## config.mk

```make
export PLATFORM = sky130hd
export DESIGN_NAME = sequencer_stack_entries
export DESIGN_NICKNAME = d
export VERILOG_FILES = /design/src/verilog/seq_stack_pkg.sv /design/src/verilog/sequencer_stack_entries.sv
export VERILOG_INCLUDE_DIRS = /design/src /design/src/verilog
export SDC_FILE = /design/constraint.sdc
export NUM_CORES = 1
export LEC_CHECK = 0
export ABC_AREA = 1
export BUFFER_PORTS_ARGS = -buffer_cell sky130_fd_sc_hd__clkbuf_2
export CAP_MARGIN = 5
export CORE_MARGIN = 5
export CORE_UTILIZATION = 42
export DETAILED_ROUTE_END_ITERATION = 12
export PLACE_DENSITY = 0.68
export SKIP_LAST_GASP = 1
export SLEW_MARGIN = 20
export SYNTH_ARGS = -nofsm -noshare
export SYNTH_HDL_FRONTEND = slang
export SYNTH_SLANG_ARGS = --single-unit
```

## constraint.sdc

```tcl
create_clock -name REF_CLK -period 2.7 [get_ports REF_CLK]
set_input_delay 0.54 -clock REF_CLK [delete_from_list [all_inputs] [get_ports REF_CLK]]
set_output_delay 0.54 -clock REF_CLK [all_outputs]
set_load 0.02 [all_outputs]
```

## src/verilog/seq_stack_regs.svh

```systemverilog
`ifndef SEQ_STACK_REGS_SVH
`define SEQ_STACK_REGS_SVH

// ----------------------------------------------------------------------------
// Register indices; the byte address on the bus is four times the index.
// ----------------------------------------------------------------------------
`define SLOT_EIGHTEEN_INDEX 6'h32
`define SLOT_NINETEEN_INDEX 6'h33
`define SLOT_TWENTY_INDEX 6'h34
`define SEQ_STATUS_INDEX 6'h3f

// ----------------------------------------------------------------------------
// Field positions inside a stack entry.
// ----------------------------------------------------------------------------
`define DIRECTION_BIT 15
`define OWN_ADDRESS_MSB 14
`define OWN_ADDRESS_LSB 9
`define WRAP_TO_FIRST_BIT 8
`define CONV_B_SEL_MSB 7
`define CONV_B_SEL_LSB 4
`define CONV_A_SEL_MSB 3
`define CONV_A_SEL_LSB 0

// ----------------------------------------------------------------------------
// Reset values of the three entries.
// ----------------------------------------------------------------------------
`define SLOT_EIGHTEEN_RESET 16'h6400
`define SLOT_NINETEEN_RESET 16'h6600
`define SLOT_TWENTY_RESET 16'h6800

`endif

```

## src/verilog/seq_stack_pkg.sv

```systemverilog
package seq_stack_pkg;

    // Active stack entry, one-hot.
    typedef enum logic [2:0] {
        SLOT_18 = 3'b001,
        SLOT_19 = 3'b010,
        SLOT_20 = 3'b100
    } slot_t;

    typedef logic [15:0] entry_t;

endpackage : seq_stack_pkg

```

## src/verilog/sequencer_stack_entries.sv

```systemverilog
`timescale 1ns/1ps
`include "seq_stack_regs.svh"

module sequencer_stack_entries
    import seq_stack_pkg::*;
(
    input wire logic REF_CLK,
    input wire logic RESET_N,
    input wire logic [7:0] AVS_ADDRESS,
    input wire logic AVS_READ,
    input wire logic AVS_WRITE,
    input wire logic [31:0] AVS_WRITEDATA,
    input wire logic [3:0] AVS_BYTEENABLE,
    output logic [31:0] AVS_READDATA,
    output logic AVS_WAITREQUEST,
    input wire logic CONV_DONE,
    output logic [3:0] CONV_A_SEL,
    output logic [3:0] CONV_B_SEL,
    output logic [2:0] ACTIVE_SLOT
);

    // ------------------------------------------------------------------------
    // Storage and state.
    // ------------------------------------------------------------------------
    // Reset values and word indices of the three entries, first entry first.
    localparam int NUM_SLOTS = 3;
    localparam entry_t SLOT_RESET [NUM_SLOTS] = '{`SLOT_EIGHTEEN_RESET, `SLOT_NINETEEN_RESET, `SLOT_TWENTY_RESET};
    localparam logic [5:0] SLOT_INDEX [NUM_SLOTS] = '{`SLOT_EIGHTEEN_INDEX, `SLOT_NINETEEN_INDEX, `SLOT_TWENTY_INDEX};

    // Registered state, and the combinational next values that feed it.
    entry_t slot_entry [NUM_SLOTS];
    entry_t next_slot_entry [NUM_SLOTS];
    logic [NUM_SLOTS-1:0] slot_hit;
    logic status_hit;
    logic ack;
    logic next_ack;
    logic [31:0] next_readdata;
    logic [31:0] read_word;
    slot_t active;
    slot_t next_active;
    logic [3:0] next_a_sel;
    logic [3:0] next_b_sel;
    logic [1:0] active_idx;
    logic [1:0] target_idx;
    logic wrap_now;

    // ------------------------------------------------------------------------
    // Address decode and bus handshake.
    // ------------------------------------------------------------------------

    // Every access waits exactly one cycle, so the answer comes at the second edge.
    assign AVS_WAITREQUEST = (AVS_READ | AVS_WRITE) & ~ack;
    assign status_hit = (AVS_ADDRESS == {`SEQ_STATUS_INDEX, 2'b00});

    // Ack rises for one cycle and drops again, so a held request is answered every second cycle.
    always_comb begin
        next_ack = (AVS_READ | AVS_WRITE) & ~ack;
    end

    // Ack only registers its next value.
    always_ff @(posedge REF_CLK) begin
        if (!RESET_N) begin
            ack <= 1'b0;
        end else begin
            ack <= next_ack;
        end
    end

    // ------------------------------------------------------------------------
    // Stack entries, one per generate step.
    // ------------------------------------------------------------------------
    // One step per entry: decode, lane writes and the storage itself.
    genvar g;
    generate
        for (g = 0; g < NUM_SLOTS; g++) begin : gen_slot
            assign slot_hit[g] = (AVS_ADDRESS == {SLOT_INDEX[g], 2'b00});

            // All sixteen bits are plain storage, direction and own address included.
            // The block never acts on direction or address; software keeps them for its own use.
            always_comb begin
                next_slot_entry[g] = slot_entry[g];
                if (AVS_WRITE && ack && slot_hit[g]) begin
                    if (AVS_BYTEENABLE[0]) begin
                        next_slot_entry[g][7:0] = AVS_WRITEDATA[7:0];
                    end
                    if (AVS_BYTEENABLE[1]) begin
                        next_slot_entry[g][15:8] = AVS_WRITEDATA[15:8];
                    end
                end
            end

            // Reset loads each entry's own address, so a read shows where the entry sits.
            always_ff @(posedge REF_CLK) begin
                if (!RESET_N) begin
                    slot_entry[g] <= SLOT_RESET[g];
                end else begin
                    slot_entry[g] <= next_slot_entry[g];
                end
            end
        end
    endgenerate

    // ------------------------------------------------------------------------
    // Read data.
    // ------------------------------------------------------------------------

    // Unmapped addresses read as zero and swallow writes, so software never stalls.
    always_comb begin
        read_word = 32'h0000_0000;
        for (int i = 0; i < NUM_SLOTS; i++) begin
            if (slot_hit[i]) begin
                read_word = {16'h0000, slot_entry[i]};
            end
        end
        if (status_hit) begin
            read_word = {29'h0000_0000, active};
        end
    end

    // The word is captured in the first cycle of a read, while ack is still low,
    // so it already stands at the edge where the master sees waitrequest low.
    always_comb begin
        next_readdata = AVS_READDATA;
        if (AVS_READ && !ack) begin
            next_readdata = read_word;
        end
    end

    // Read data only registers; it holds between reads.
    always_ff @(posedge REF_CLK) begin
        if (!RESET_N) begin
            AVS_READDATA <= 32'h0000_0000;
        end else begin
            AVS_READDATA <= next_readdata;
        end
    end

    // ------------------------------------------------------------------------
    // Sequencer walk.
    // ------------------------------------------------------------------------
    // Index of the running entry; an illegal code falls back to the first one.
    always_comb begin
        unique case (active)
            SLOT_18: active_idx = 2'd0;
            SLOT_19: active_idx = 2'd1;
            SLOT_20: active_idx = 2'd2;
            default: active_idx = 2'd0;
        endcase
    end

    // The wrap flag of the running entry decides where the walk goes next.
    assign wrap_now = slot_entry[active_idx][`WRAP_TO_FIRST_BIT];

    // Past the last entry there is nothing left, so the walk wraps to the first.
    always_comb begin
        next_active = active;
        if (CONV_DONE) begin
            if (wrap_now) begin
                next_active = SLOT_18;
            end else begin
                unique case (active)
                    SLOT_18: next_active = SLOT_19;
                    SLOT_19: next_active = SLOT_20;
                    SLOT_20: next_active = SLOT_18;
                    default: next_active = SLOT_18;
                endcase
            end
        end
    end

    // Index of the entry about to run, read for its selections.
    always_comb begin
        unique case (next_active)
            SLOT_18: target_idx = 2'd0;
            SLOT_19: target_idx = 2'd1;
            SLOT_20: target_idx = 2'd2;
            default: target_idx = 2'd0;
        endcase
    end

    // ------------------------------------------------------------------------
    // Converter selects.
    // ------------------------------------------------------------------------

    // Selections are latched at the boundary; a write to the active entry
    // takes effect only when that entry is entered again.
    always_comb begin
        next_a_sel = CONV_A_SEL;
        next_b_sel = CONV_B_SEL;
        if (CONV_DONE) begin
            next_a_sel = slot_entry[target_idx][`CONV_A_SEL_MSB:`CONV_A_SEL_LSB];
            next_b_sel = slot_entry[target_idx][`CONV_B_SEL_MSB:`CONV_B_SEL_LSB];
        end
    end

    // Walk state and both selects register together, so they never disagree.
    always_ff @(posedge REF_CLK) begin
        if (!RESET_N) begin
            active <= SLOT_18;
            CONV_A_SEL <= 4'h0;
            CONV_B_SEL <= 4'h0;
        end else begin
            active <= next_active;
            CONV_A_SEL <= next_a_sel;
            CONV_B_SEL <= next_b_sel;
        end
    end

    // The one-hot state is shown as it stands, for software and the converters.
    assign ACTIVE_SLOT = active;

endmodule : sequencer_stack_entries

```

==> impl_metrics.yaml, run 1 <==
grt:
  antenna_found_initial: 0
  grt_pass1_vias: 3310
  track_usage_pct: 19.4
  grt_pass1_wl_um: 15900
  grt_max_degree: 36
  gr-total-overflow: 0
layout:
  seqCellArea_sq_um: 1520
  final_core_util_pct: 49.4
  drive_gt1_share_pct: 21.9
  fin_nets: 602
  num_antenna_cells: 0
  syn2layout_area_growth_pct: 14.0
  multiInputGateArea_sq_um: 1700
  fill_cells: 875
synthesis:
  synth.most_common_cell: "nand2_1"
  yosysUniqueCellTypes: 32
  yosysWarnings: 0
  synthTopCellsByArea: "dfxtp_1 (42%), nand2_1 (13%), a21oi_1 (5.9%), nand3_1 (5.3%), nor2_1 (3.8%)"
  synth_largest_area_cell: "dfxtp_1"
  synthTopCellsByCount: "nand2_1 (126), dfxtp_1 (76), a21oi_1 (42)"
  syn-instance-count: 497
  ys_seq_area_share_pct: 42.5
  synth-edff-count: 0
  avgSynthCellArea_sq_um: 7.21
  yosysTopAreaCellShare_pct: 42.5
  synthArstFlopShare_pct: 0
  netlist_area_sq_um: 3580
  synth_seq_cells: 76
  synth_flop_cell: "dfxtp_1"
die:
  fp.dieArea_sq_um: 10500
  fp.dieW_um: 102
  core.rowCount: 33
  die_h_um: 102
  start_util_pct: 43.4
  ios: 93
  floorplan.core_area_sq_um: 8260
power_and_ir_drop:
  vdd_drop_max_mv: 0.258
  cellPowerDensity_nw_per_um2: 528
  leakage_uw: 0.00171
setup_path:
  cp_max_fo: 11
  path_class: "reg -> reg"
  endpoint_kind: "flop"
  cp_data_arrival_time_ns: 2.11
  start_kind: "flop"
  crit_required_ns: 2.98
clocking:
  path_clk_slew_ns: 0.09
  cts_buffers: 9
  cts-root-buf: "clkbuf_8"
  htree_levels: 3
  clk_latency_ns: 0.35
  cts_setup_buffers: 0
  cts_max_path_buffers: 2
  holdBufCountCts: 0
  ctsResizeCount: 0
  cts.sinks: 76
  cts_tree: "built"
placement:
  io_buffers: 58
  dp_hpwl_um: 6750
  post-place-ws_ns: 0.549
  gp_congestion: 0.846
sta:
  slew-limit-headroom_pct: 57.2
  hold_viol_final: 0
  setup_viol: 0
  rsz0062_at_grt: "no"
  fmax_mhz: 547
  skew_ns: 0.00998
  finalSetupTns_ns: 0
  worst_slew_pin_slew_ns: 0.640
  fin_ws_ns: 0.873
  fin_crit_ns: 1.83
  fin_crit_sh_pct: 67.7
  drv_slew: 0
routing:
  drc: 0
  drt_wl_total_um: 9520
  first_pass_iters: 4
  vias: 3398
  avgRoutedWirePerCell_um: 14.4
  drt_iter0_drc: 145
  vias_per_cell: 5.13
  ant_nets: 0
worst_hold_path:
  hold_class: "in -> reg"
run:
  maxCapViolCount: 0
outcome:
  status: "completed"
[logic make-up (layout without fill, tap and decap cells)]
kind of cell / count (synthesis) / count (layout) / synth area share, %
and+or+nand+nor: 237 / 237 / 30.6
AOI/OAI and AO/OA: 96 / 96 / 15.1
buffers and inverters: 87 / 133 / 11.6
DFF: 76 / 76 / 42.5
other: 1 / 16 / 0.105
[flip-flops by register name (all words and copies together), names as in the netlist]
signal,cells
CONV_A_SEL,4
ACTIVE_SLOT,3
CONV_B_SEL,4
slot_entry,48
ack,1
AVS_READDATA,16
[per-layer routing]
layer	share of wire [%]	up-vias	GRT usage (%)	wire length, um
li1	-	1721	-	-
met1	43	1567	24.4	4100
met4	1.3	0	7.27	123
met2	49	96	32.5	4670
met3	6.5	14	4.10	615
met5	0	-	0	0
[layout by cell type (no fill, tap or decap), drive strengths merged]
cell / n
o22ai: 1
clkinv: 4
nor4: 9
dfxtp: 76
a21oi: 44
nand3: 39
clkbuf: 68
a31oi: 3
buf: 8
nor2: 38
nor3: 17
inv: 51
o211ai: 15
nand4: 3
nand2: 130
conb: 16
clkinvlp: 2
o21ai: 33
or2: 1
[through the flow]
step                hold slack (ns)  instances  area (sq um)  total power [uW]
floorplan                     0.429        512          3640              1310
global placement              0.439        647          3900              1370
detailed placement            0.443        647          3900              1370
CTS                           0.414        663          4080              2170
global route                  0.428        663          4080              2240
finish                        0.424        663          4080              2150
[worst paths after layout]
kind	cells after the start	to	from	slack (ns)
setup / recovery	9	CONV_A_SEL[0]	ACTIVE_SLOT[2]	0.87
hold / removal	3	slot_entry[0][10]	AVS_WRITEDATA[10]	0.42
setup reg to reg	9	CONV_A_SEL[0]	ACTIVE_SLOT[2]	0.87
hold reg to reg	2	slot_entry[2][10]	slot_entry[2][10]	0.46
[critical path, stage by stage (launching register included)]
cell	delay, ns
dfxtp_1	0.36
nor2_1	0.19
nand4_1	0.13
o21ai_1	0.12
inv_2	0.14
nor2_4	0.28
nand2_2	0.21
nand3_1	0.14
nand2_1	0.06
a21oi_1	0.11
[report_power, final]
part | switching [uW] | internal [uW]
Sequential | 9.09 | 1130
Combinational | 153 | 52.1
Clock | 446 | 365
Total | 609 | 1540
[cell type report]
type	instances	area share, %
tap	105	3.22
timing repair buffer	66	8.58
inverter	51	4.81
clock buffer	10	3.37
clock inverter	6	1.13
sequential	76	37.3
multi-input combinational	349	41.6
Note: power is estimated with default switching activity, not from simulation.
==> inputs of run 2 (changes only) <==
==> constraint.sdc (replaced) <==
create_clock -name REF_CLK -period 1.8 [get_ports REF_CLK]
set_input_delay 0.36 -clock REF_CLK [delete_from_list [all_inputs] [get_ports REF_CLK]]
set_output_delay 0.36 -clock REF_CLK [all_outputs]
set_load 0.02 [all_outputs]
==> run 2 against run 1 <==
Effect of this change: final cell count rose by 3.0%; design area rose by 6.3%; sequential power rose by 49%; non-clock buffer count rose by 20; global-route usage barely moved; combinational power rose by 62%; clock skew barely moved; via count rose by 2.8%; critical path type unchanged; largest power group unchanged.
==> impl_metrics.yaml, run 2 (same netlist as run 1, synthesis figures left out) <==
outcome:
  status: "completed"
layout:
  regMostFlops: "slot_entry"
  reg_top3: "slot_entry (48), AVS_READDATA (16)"
  num_antenna_cells: 0
  syn2layout_area_growth_pct: 21.2
  drive_gt1_share_pct: 24.7
  largest_reg_flops: 48
  mostFrequentLayoutCells: "nand2_1 (126), dfxtp_1 (76), clkbuf_2 (58)"
  fill_cells: 832
  multiInputGateArea_sq_um: 1700
  seqCellArea_sq_um: 1520
  final_common_cell: "nand2_1"
  fin_nets: 622
grt:
  grt_pass1_vias: 3344
  antenna_found_initial: 0
  gr-total-overflow: 0
  grt_pass1_wl_um: 15900
  grt_max_degree: 42
  track_usage_pct: 19.4
setup_path:
  crit_required_ns: 2.03
  rr_startpoint: "ACTIVE_SLOT[2]"
  rrSetupSlack_ns: 0.17
  path_class: "reg -> reg"
  endpoint_kind: "flop"
  cp_data_arrival_time_ns: 1.86
  start_kind: "flop"
  cp_max_fo: 8
  r2r_end: "CONV_B_SEL[1]"
  reg2reg_depth: 10
clocking:
  path_clk_slew_ns: 0.09
  cts_setup_buffers: 0
  cts_max_path_buffers: 2
  cts.sinks: 76
  ctsResizeCount: 0
  cts_tree: "built"
  cts-root-buf: "clkbuf_8"
  cts_buffers: 9
  holdBufCountCts: 0
  clk_latency_ns: 0.35
  htree_levels: 3
sta:
  fmax_mhz: 612
  rsz0062_at_grt: "no"
  fin_crit_ns: 1.63
  fin_crit_sh_pct: 90.8
  skew_ns: 0.00969
  drv_slew: 0
  hold_viol_final: 0
  finalSetupTns_ns: 0
  setup_viol: 0
power_and_ir_drop:
  leakage_uw: 0.00186
  total_power_uw: 3530
  cellPowerDensity_nw_per_um2: 813
  vdd_drop_max_mv: 0.445
die:
  fp.dieW_um: 102
  start_util_pct: 43.4
  core.rowCount: 33
  die_h_um: 102
  ios: 93
  floorplan.core_area_sq_um: 8260
  fp.dieArea_sq_um: 10500
placement:
  io_buffers: 58
  gp_congestion: 0.852
  dp_hpwl_um: 6970
routing:
  vias: 3494
  avgRoutedWirePerCell_um: 14.0
  drt_iter0_drc: 196
  drc: 0
  first_pass_iters: 4
  vias_per_cell: 5.12
  drt_wl_total_um: 9550
  ant_nets: 0
worst_hold_path:
  hold_class: "in -> reg"
  hold_end: "slot_entry[0][10]"
  hold_depth: 3
  min_from: "AVS_WRITEDATA[10]"
run:
  maxCapViolCount: 0
run 2: how the worst max path moves through the flow:
stage / slack, ns / from / to
after floorplan: 0.25 / ACTIVE_SLOT[2] / CONV_A_SEL[3]
after global placement: 0.06 / AVS_ADDRESS[1] / slot_entry[2][7]
after detailed placement: 0.03 / AVS_ADDRESS[1] / AVS_READDATA[14]
after CTS: 0.15 / ACTIVE_SLOT[2] / CONV_B_SEL[1]
after global routing: 0.02 / ACTIVE_SLOT[2] / CONV_A_SEL[3]
final: 0.17 / ACTIVE_SLOT[2] / CONV_B_SEL[1]
run 2: metal layers:
| metal | track usage, % | wire (um) | part of all wire, % | up-vias |
|---|---|---|---|---|
| met5 | 0 | 0 | 0 | - |
| li1 | - | - | - | 1757 |
| met3 | 4.51 | 588 | 6.2 | 13 |
| met2 | 33.0 | 4710 | 49 | 111 |
| met1 | 24.2 | 4080 | 43 | 1613 |
| met4 | 6.05 | 165 | 1.7 | 0 |
run 2: area by class of cell:
cell class                      count  share of cell area, %
Clock buffer                        9                   2.85
Clock inverter                      7                   2.39
Inverter                           51                   4.52
Multi-Input combinational cell    349                   39.2
Sequential cell                    76                   35.0
Tap cell                          105                   3.03
Timing Repair Buffer               86                   13.0
run 2: power breakdown:
| part | switching, uW | internal, uW |
|---|---|---|
| logic | 232 | 102 |
| registers | 12.3 | 1690 |
| clock network | 690 | 803 |
run 2: stage by stage:
step	instance area [sq um]	utilization [%]	hold slack (ns)	cells	worst slack (ns)
final	4340	52.6	0.248	683	0.166
after global routing	4340	52.6	0.245	683	0.0187
after CTS	4340	52.5	0.237	683	0.148
after detailed placement	4110	49.8	0.447	667	0.0290
after global placement	4110	49.8	0.439	667	0.0619
after floorplan	3640	-	0.429	512	0.251
run 2: worst max-delay path, stage by stage, from the launching register on:
cell	delay (ns)
dfxtp_1	0.38
nor2_2	0.18
nand4_1	0.13
nand2_1	0.10
inv_2	0.06
o21ai_4	0.19
nand2_2	0.16
nand2_1	0.10
nand3_1	0.08
nand2_1	0.08
a21oi_1	0.05
==> inputs of run 3 (changes only) <==
--- a/config.mk
+++ b/config.mk
@@ -6,13 +6,15 @@
 export SDC_FILE = /design/constraint.sdc
 export NUM_CORES = 1
 export LEC_CHECK = 0
-export ABC_AREA = 1
+export ABC_AREA = 0
 export BUFFER_PORTS_ARGS = -buffer_cell sky130_fd_sc_hd__clkbuf_2
 export CAP_MARGIN = 5
 export CORE_MARGIN = 5
 export CORE_UTILIZATION = 42
 export DETAILED_ROUTE_END_ITERATION = 12
+export GPL_TIMING_DRIVEN = 0
 export PLACE_DENSITY = 0.68
+export SETUP_SLACK_MARGIN = 0.2
 export SKIP_LAST_GASP = 1
 export SLEW_MARGIN = 20
 export SYNTH_ARGS = -nofsm -noshare
==> run 3 against run 2 <==
Effect of this change: critical path depth decreased by 5; clock power decreased by 14%; global-route usage decreased by 1.0 points; synthesized cell count decreased by 27%; area after synthesis decreased by 4.5%; via count decreased by 17%; clock skew about the same; die area decreased by 4.1%; setup slack improved by 0.095 ns.
==> impl_metrics.yaml, run 3 <==
clocking:
  cts_tree: "built"
  cts.sinks: 76
  cts-root-buf: "clkbuf_8"
  htree_levels: 3
  clk_latency_ns: 0.35
  cts_buffers: 9
  holdBufCountCts: 0
  cts_max_path_buffers: 2
  path_clk_slew_ns: 0.08
setup_path:
  crit_required_ns: 2.03
  cp_data_arrival_time_ns: 1.77
  endpoint_kind: "flop"
  path_class: "reg -> reg"
  cp_cell_sequence: "or3b_4 -> a21oi_4 -> buf_12 -> mux2i_2 -> o21ai_1"
  max_stage_delay_ns: 0.40
  start_kind: "flop"
  rrSetupSlack_ns: 0.26
  slowest_stage: "or3b_4"
  cp_num_buf_inv: 1
  cp_top_family: "simple AND/OR/NAND/NOR gates"
  cp_max_fo: 8
synthesis:
  yosys-mux-area-fraction_pct: 17.4
  synth-adder-area-share_pct: 0
  yosysTopAreaCellShare_pct: 44.5
  synthTopCellsByArea: "dfxtp_1 (44%), mux2i_1 (16%), nand2_1 (7.5%), o21ai_0 (3.5%), buf_4 (3.5%)"
  netlist_area_sq_um: 3420
  synth_top_family_by_area: "multiplexers"
  synthTopCellsByCount: "dfxtp_1 (76), nand2_1 (68), mux2i_1 (56)"
  syn-instance-count: 364
  yosysUniqueCellTypes: 40
  ys_seq_area_share_pct: 44.5
  synth_largest_area_cell: "dfxtp_1"
  yosysWarnings: 0
  synth_seq_cells: 76
  avgSynthCellArea_sq_um: 9.39
  yosys.area_share.simple_pct: 17.2
  synth_compound_area_share_pct: 14.4
  synth.most_common_cell: "dfxtp_1"
  synth-edff-count: 0
  yosys.area_share.xor_xnor_pct: 0
  synthArstFlopShare_pct: 0
  synth_flop_cell: "dfxtp_1"
sta:
  drv_slew: 0
  setup_viol: 0
  slew-limit-headroom_pct: 62.0
  worst_slew_pin_slew_ns: 0.571
  skew_ns: 0.0101
  finalSetupTns_ns: 0
  fin_ws_ns: 0.261
  rsz0062_at_grt: "no"
  fin_crit_sh_pct: 85.5
  fin_crit_ns: 1.54
  hold_viol_final: 0
  fmax_mhz: 650
routing:
  vias_per_cell: 5.17
  drt_wl_total_um: 8960
  vias: 2913
  drc: 0
  avgRoutedWirePerCell_um: 15.9
  first_pass_iters: 4
  ant_nets: 0
  drt_iter0_drc: 189
layout:
  multiInputGateArea_sq_um: 1760
  regMostFlops: "slot_entry"
  fill_cells: 793
  stdcell_count: 563
  fin_nets: 502
  syn2layout_area_growth_pct: 22.6
  largest_reg_flops: 48
  num_antenna_cells: 0
  mostFrequentLayoutCells: "dfxtp_1 (74), nand2_1 (68), clkbuf_2 (63)"
  reg_top3: "slot_entry (48), AVS_READDATA (16)"
  final_common_cell: "dfxtp_1"
  seqCellArea_sq_um: 1530
  drive_gt1_share_pct: 26.6
power_and_ir_drop:
  cellPowerDensity_nw_per_um2: 793
  leakage_uw: 0.00176
  vdd_drop_max_mv: 0.552
placement:
  io_buffers: 58
  gp_congestion: 0.793
  dp_hpwl_um: 6340
  post-place-ws_ns: -0.205
  dp_cells: 542
grt:
  grt_pass1_vias: 2853
  grt_pass1_wl_um: 14200
  antenna_found_initial: 0
  grt_max_degree: 14
  track_usage_pct: 18.3
  gr-total-overflow: 0
die:
  ios: 93
  die_h_um: 100
  start_util_pct: 42.3
  floorplan.core_area_sq_um: 8090
  fp.dieW_um: 100
  core.rowCount: 33
  fp.dieArea_sq_um: 10000
worst_hold_path:
  hold_class: "in -> reg"
run:
  maxCapViolCount: 0
outcome:
  status: "completed"
## run 3: where the power goes
part	internal, uW	switching (uW)
logic	130	212
clock network	640	638
registers	1690	13.2
total	2460	864
## run 3: worst register-to-register path: stages (launching register included)
cell,delay [ns]
dfxtp_4,0.39
or3b_4,0.40
a21oi_4,0.17
buf_12,0.16
mux2i_2,0.22
o21ai_1,0.08
## run 3: kinds of logic (layout without fill, tap and decap cells)
family                 count (synthesis)  after routing
and+or+nand+nor                      115            115
DFF                                   76             76
AOI/OAI and AO/OA                     73             73
muxes                                 59             59
buffers and inverters                 40            119
other                                  1             16
## run 3: cell type report
type	count	share of cell area (%)
buffer	39	5.46
clock buffer	10	3.04
clock inverter	6	1.55
inverter	1	0.0896
multi-input combinational	263	42.1
sequential	76	36.4
tap	105	3.13
timing repair buffer	63	8.21
## run 3: path summary, 6_finish.rpt
check                    startpoint           endpoint  cells past startpoint
setup / recovery     ACTIVE_SLOT[1]      CONV_B_SEL[1]                      5
hold reg to reg   slot_entry[1][11]  slot_entry[1][11]                      2
hold / removal    AVS_WRITEDATA[13]  slot_entry[2][13]                      3
setup reg to reg     ACTIVE_SLOT[1]      CONV_B_SEL[1]                      5
## run 3: metrics by stage
stage | utilization, % | cell area, sq um | hold slack [ns] | power [uW]
final | 51.8 | 4190 | 0.250 | 3330
after global routing | 51.8 | 4190 | 0.248 | 3450
after CTS | 51.3 | 4150 | 0.237 | 3340
after detailed placement | 48.2 | 3900 | 0.450 | 2060
after global placement | 48.2 | 3900 | 0.446 | 2060
after floorplan | - | 3480 | 0.436 | 1950
## run 3: what timing repair did
| action | CTS | global route |
|---|---|---|
| setup buffers | 3 | 2 |
| gates resized for setup | 5 | 17 |
| setup endpoints to repair | 23 | 38 |
| hold endpoints to repair | 0 | 0 |
| pin swaps | 2 | 3 |
## run 3: routing by layer
layer / global-route usage (%) / share of wire [%] / vias to the layer above
li1: - / - / 1447
met1: 22.7 / 44 / 1381
met2: 31.4 / 49 / 73
met3: 5.42 / 5.7 / 12
met4: 4.25 / 1.1 / 0
met5: 0 / 0 / -
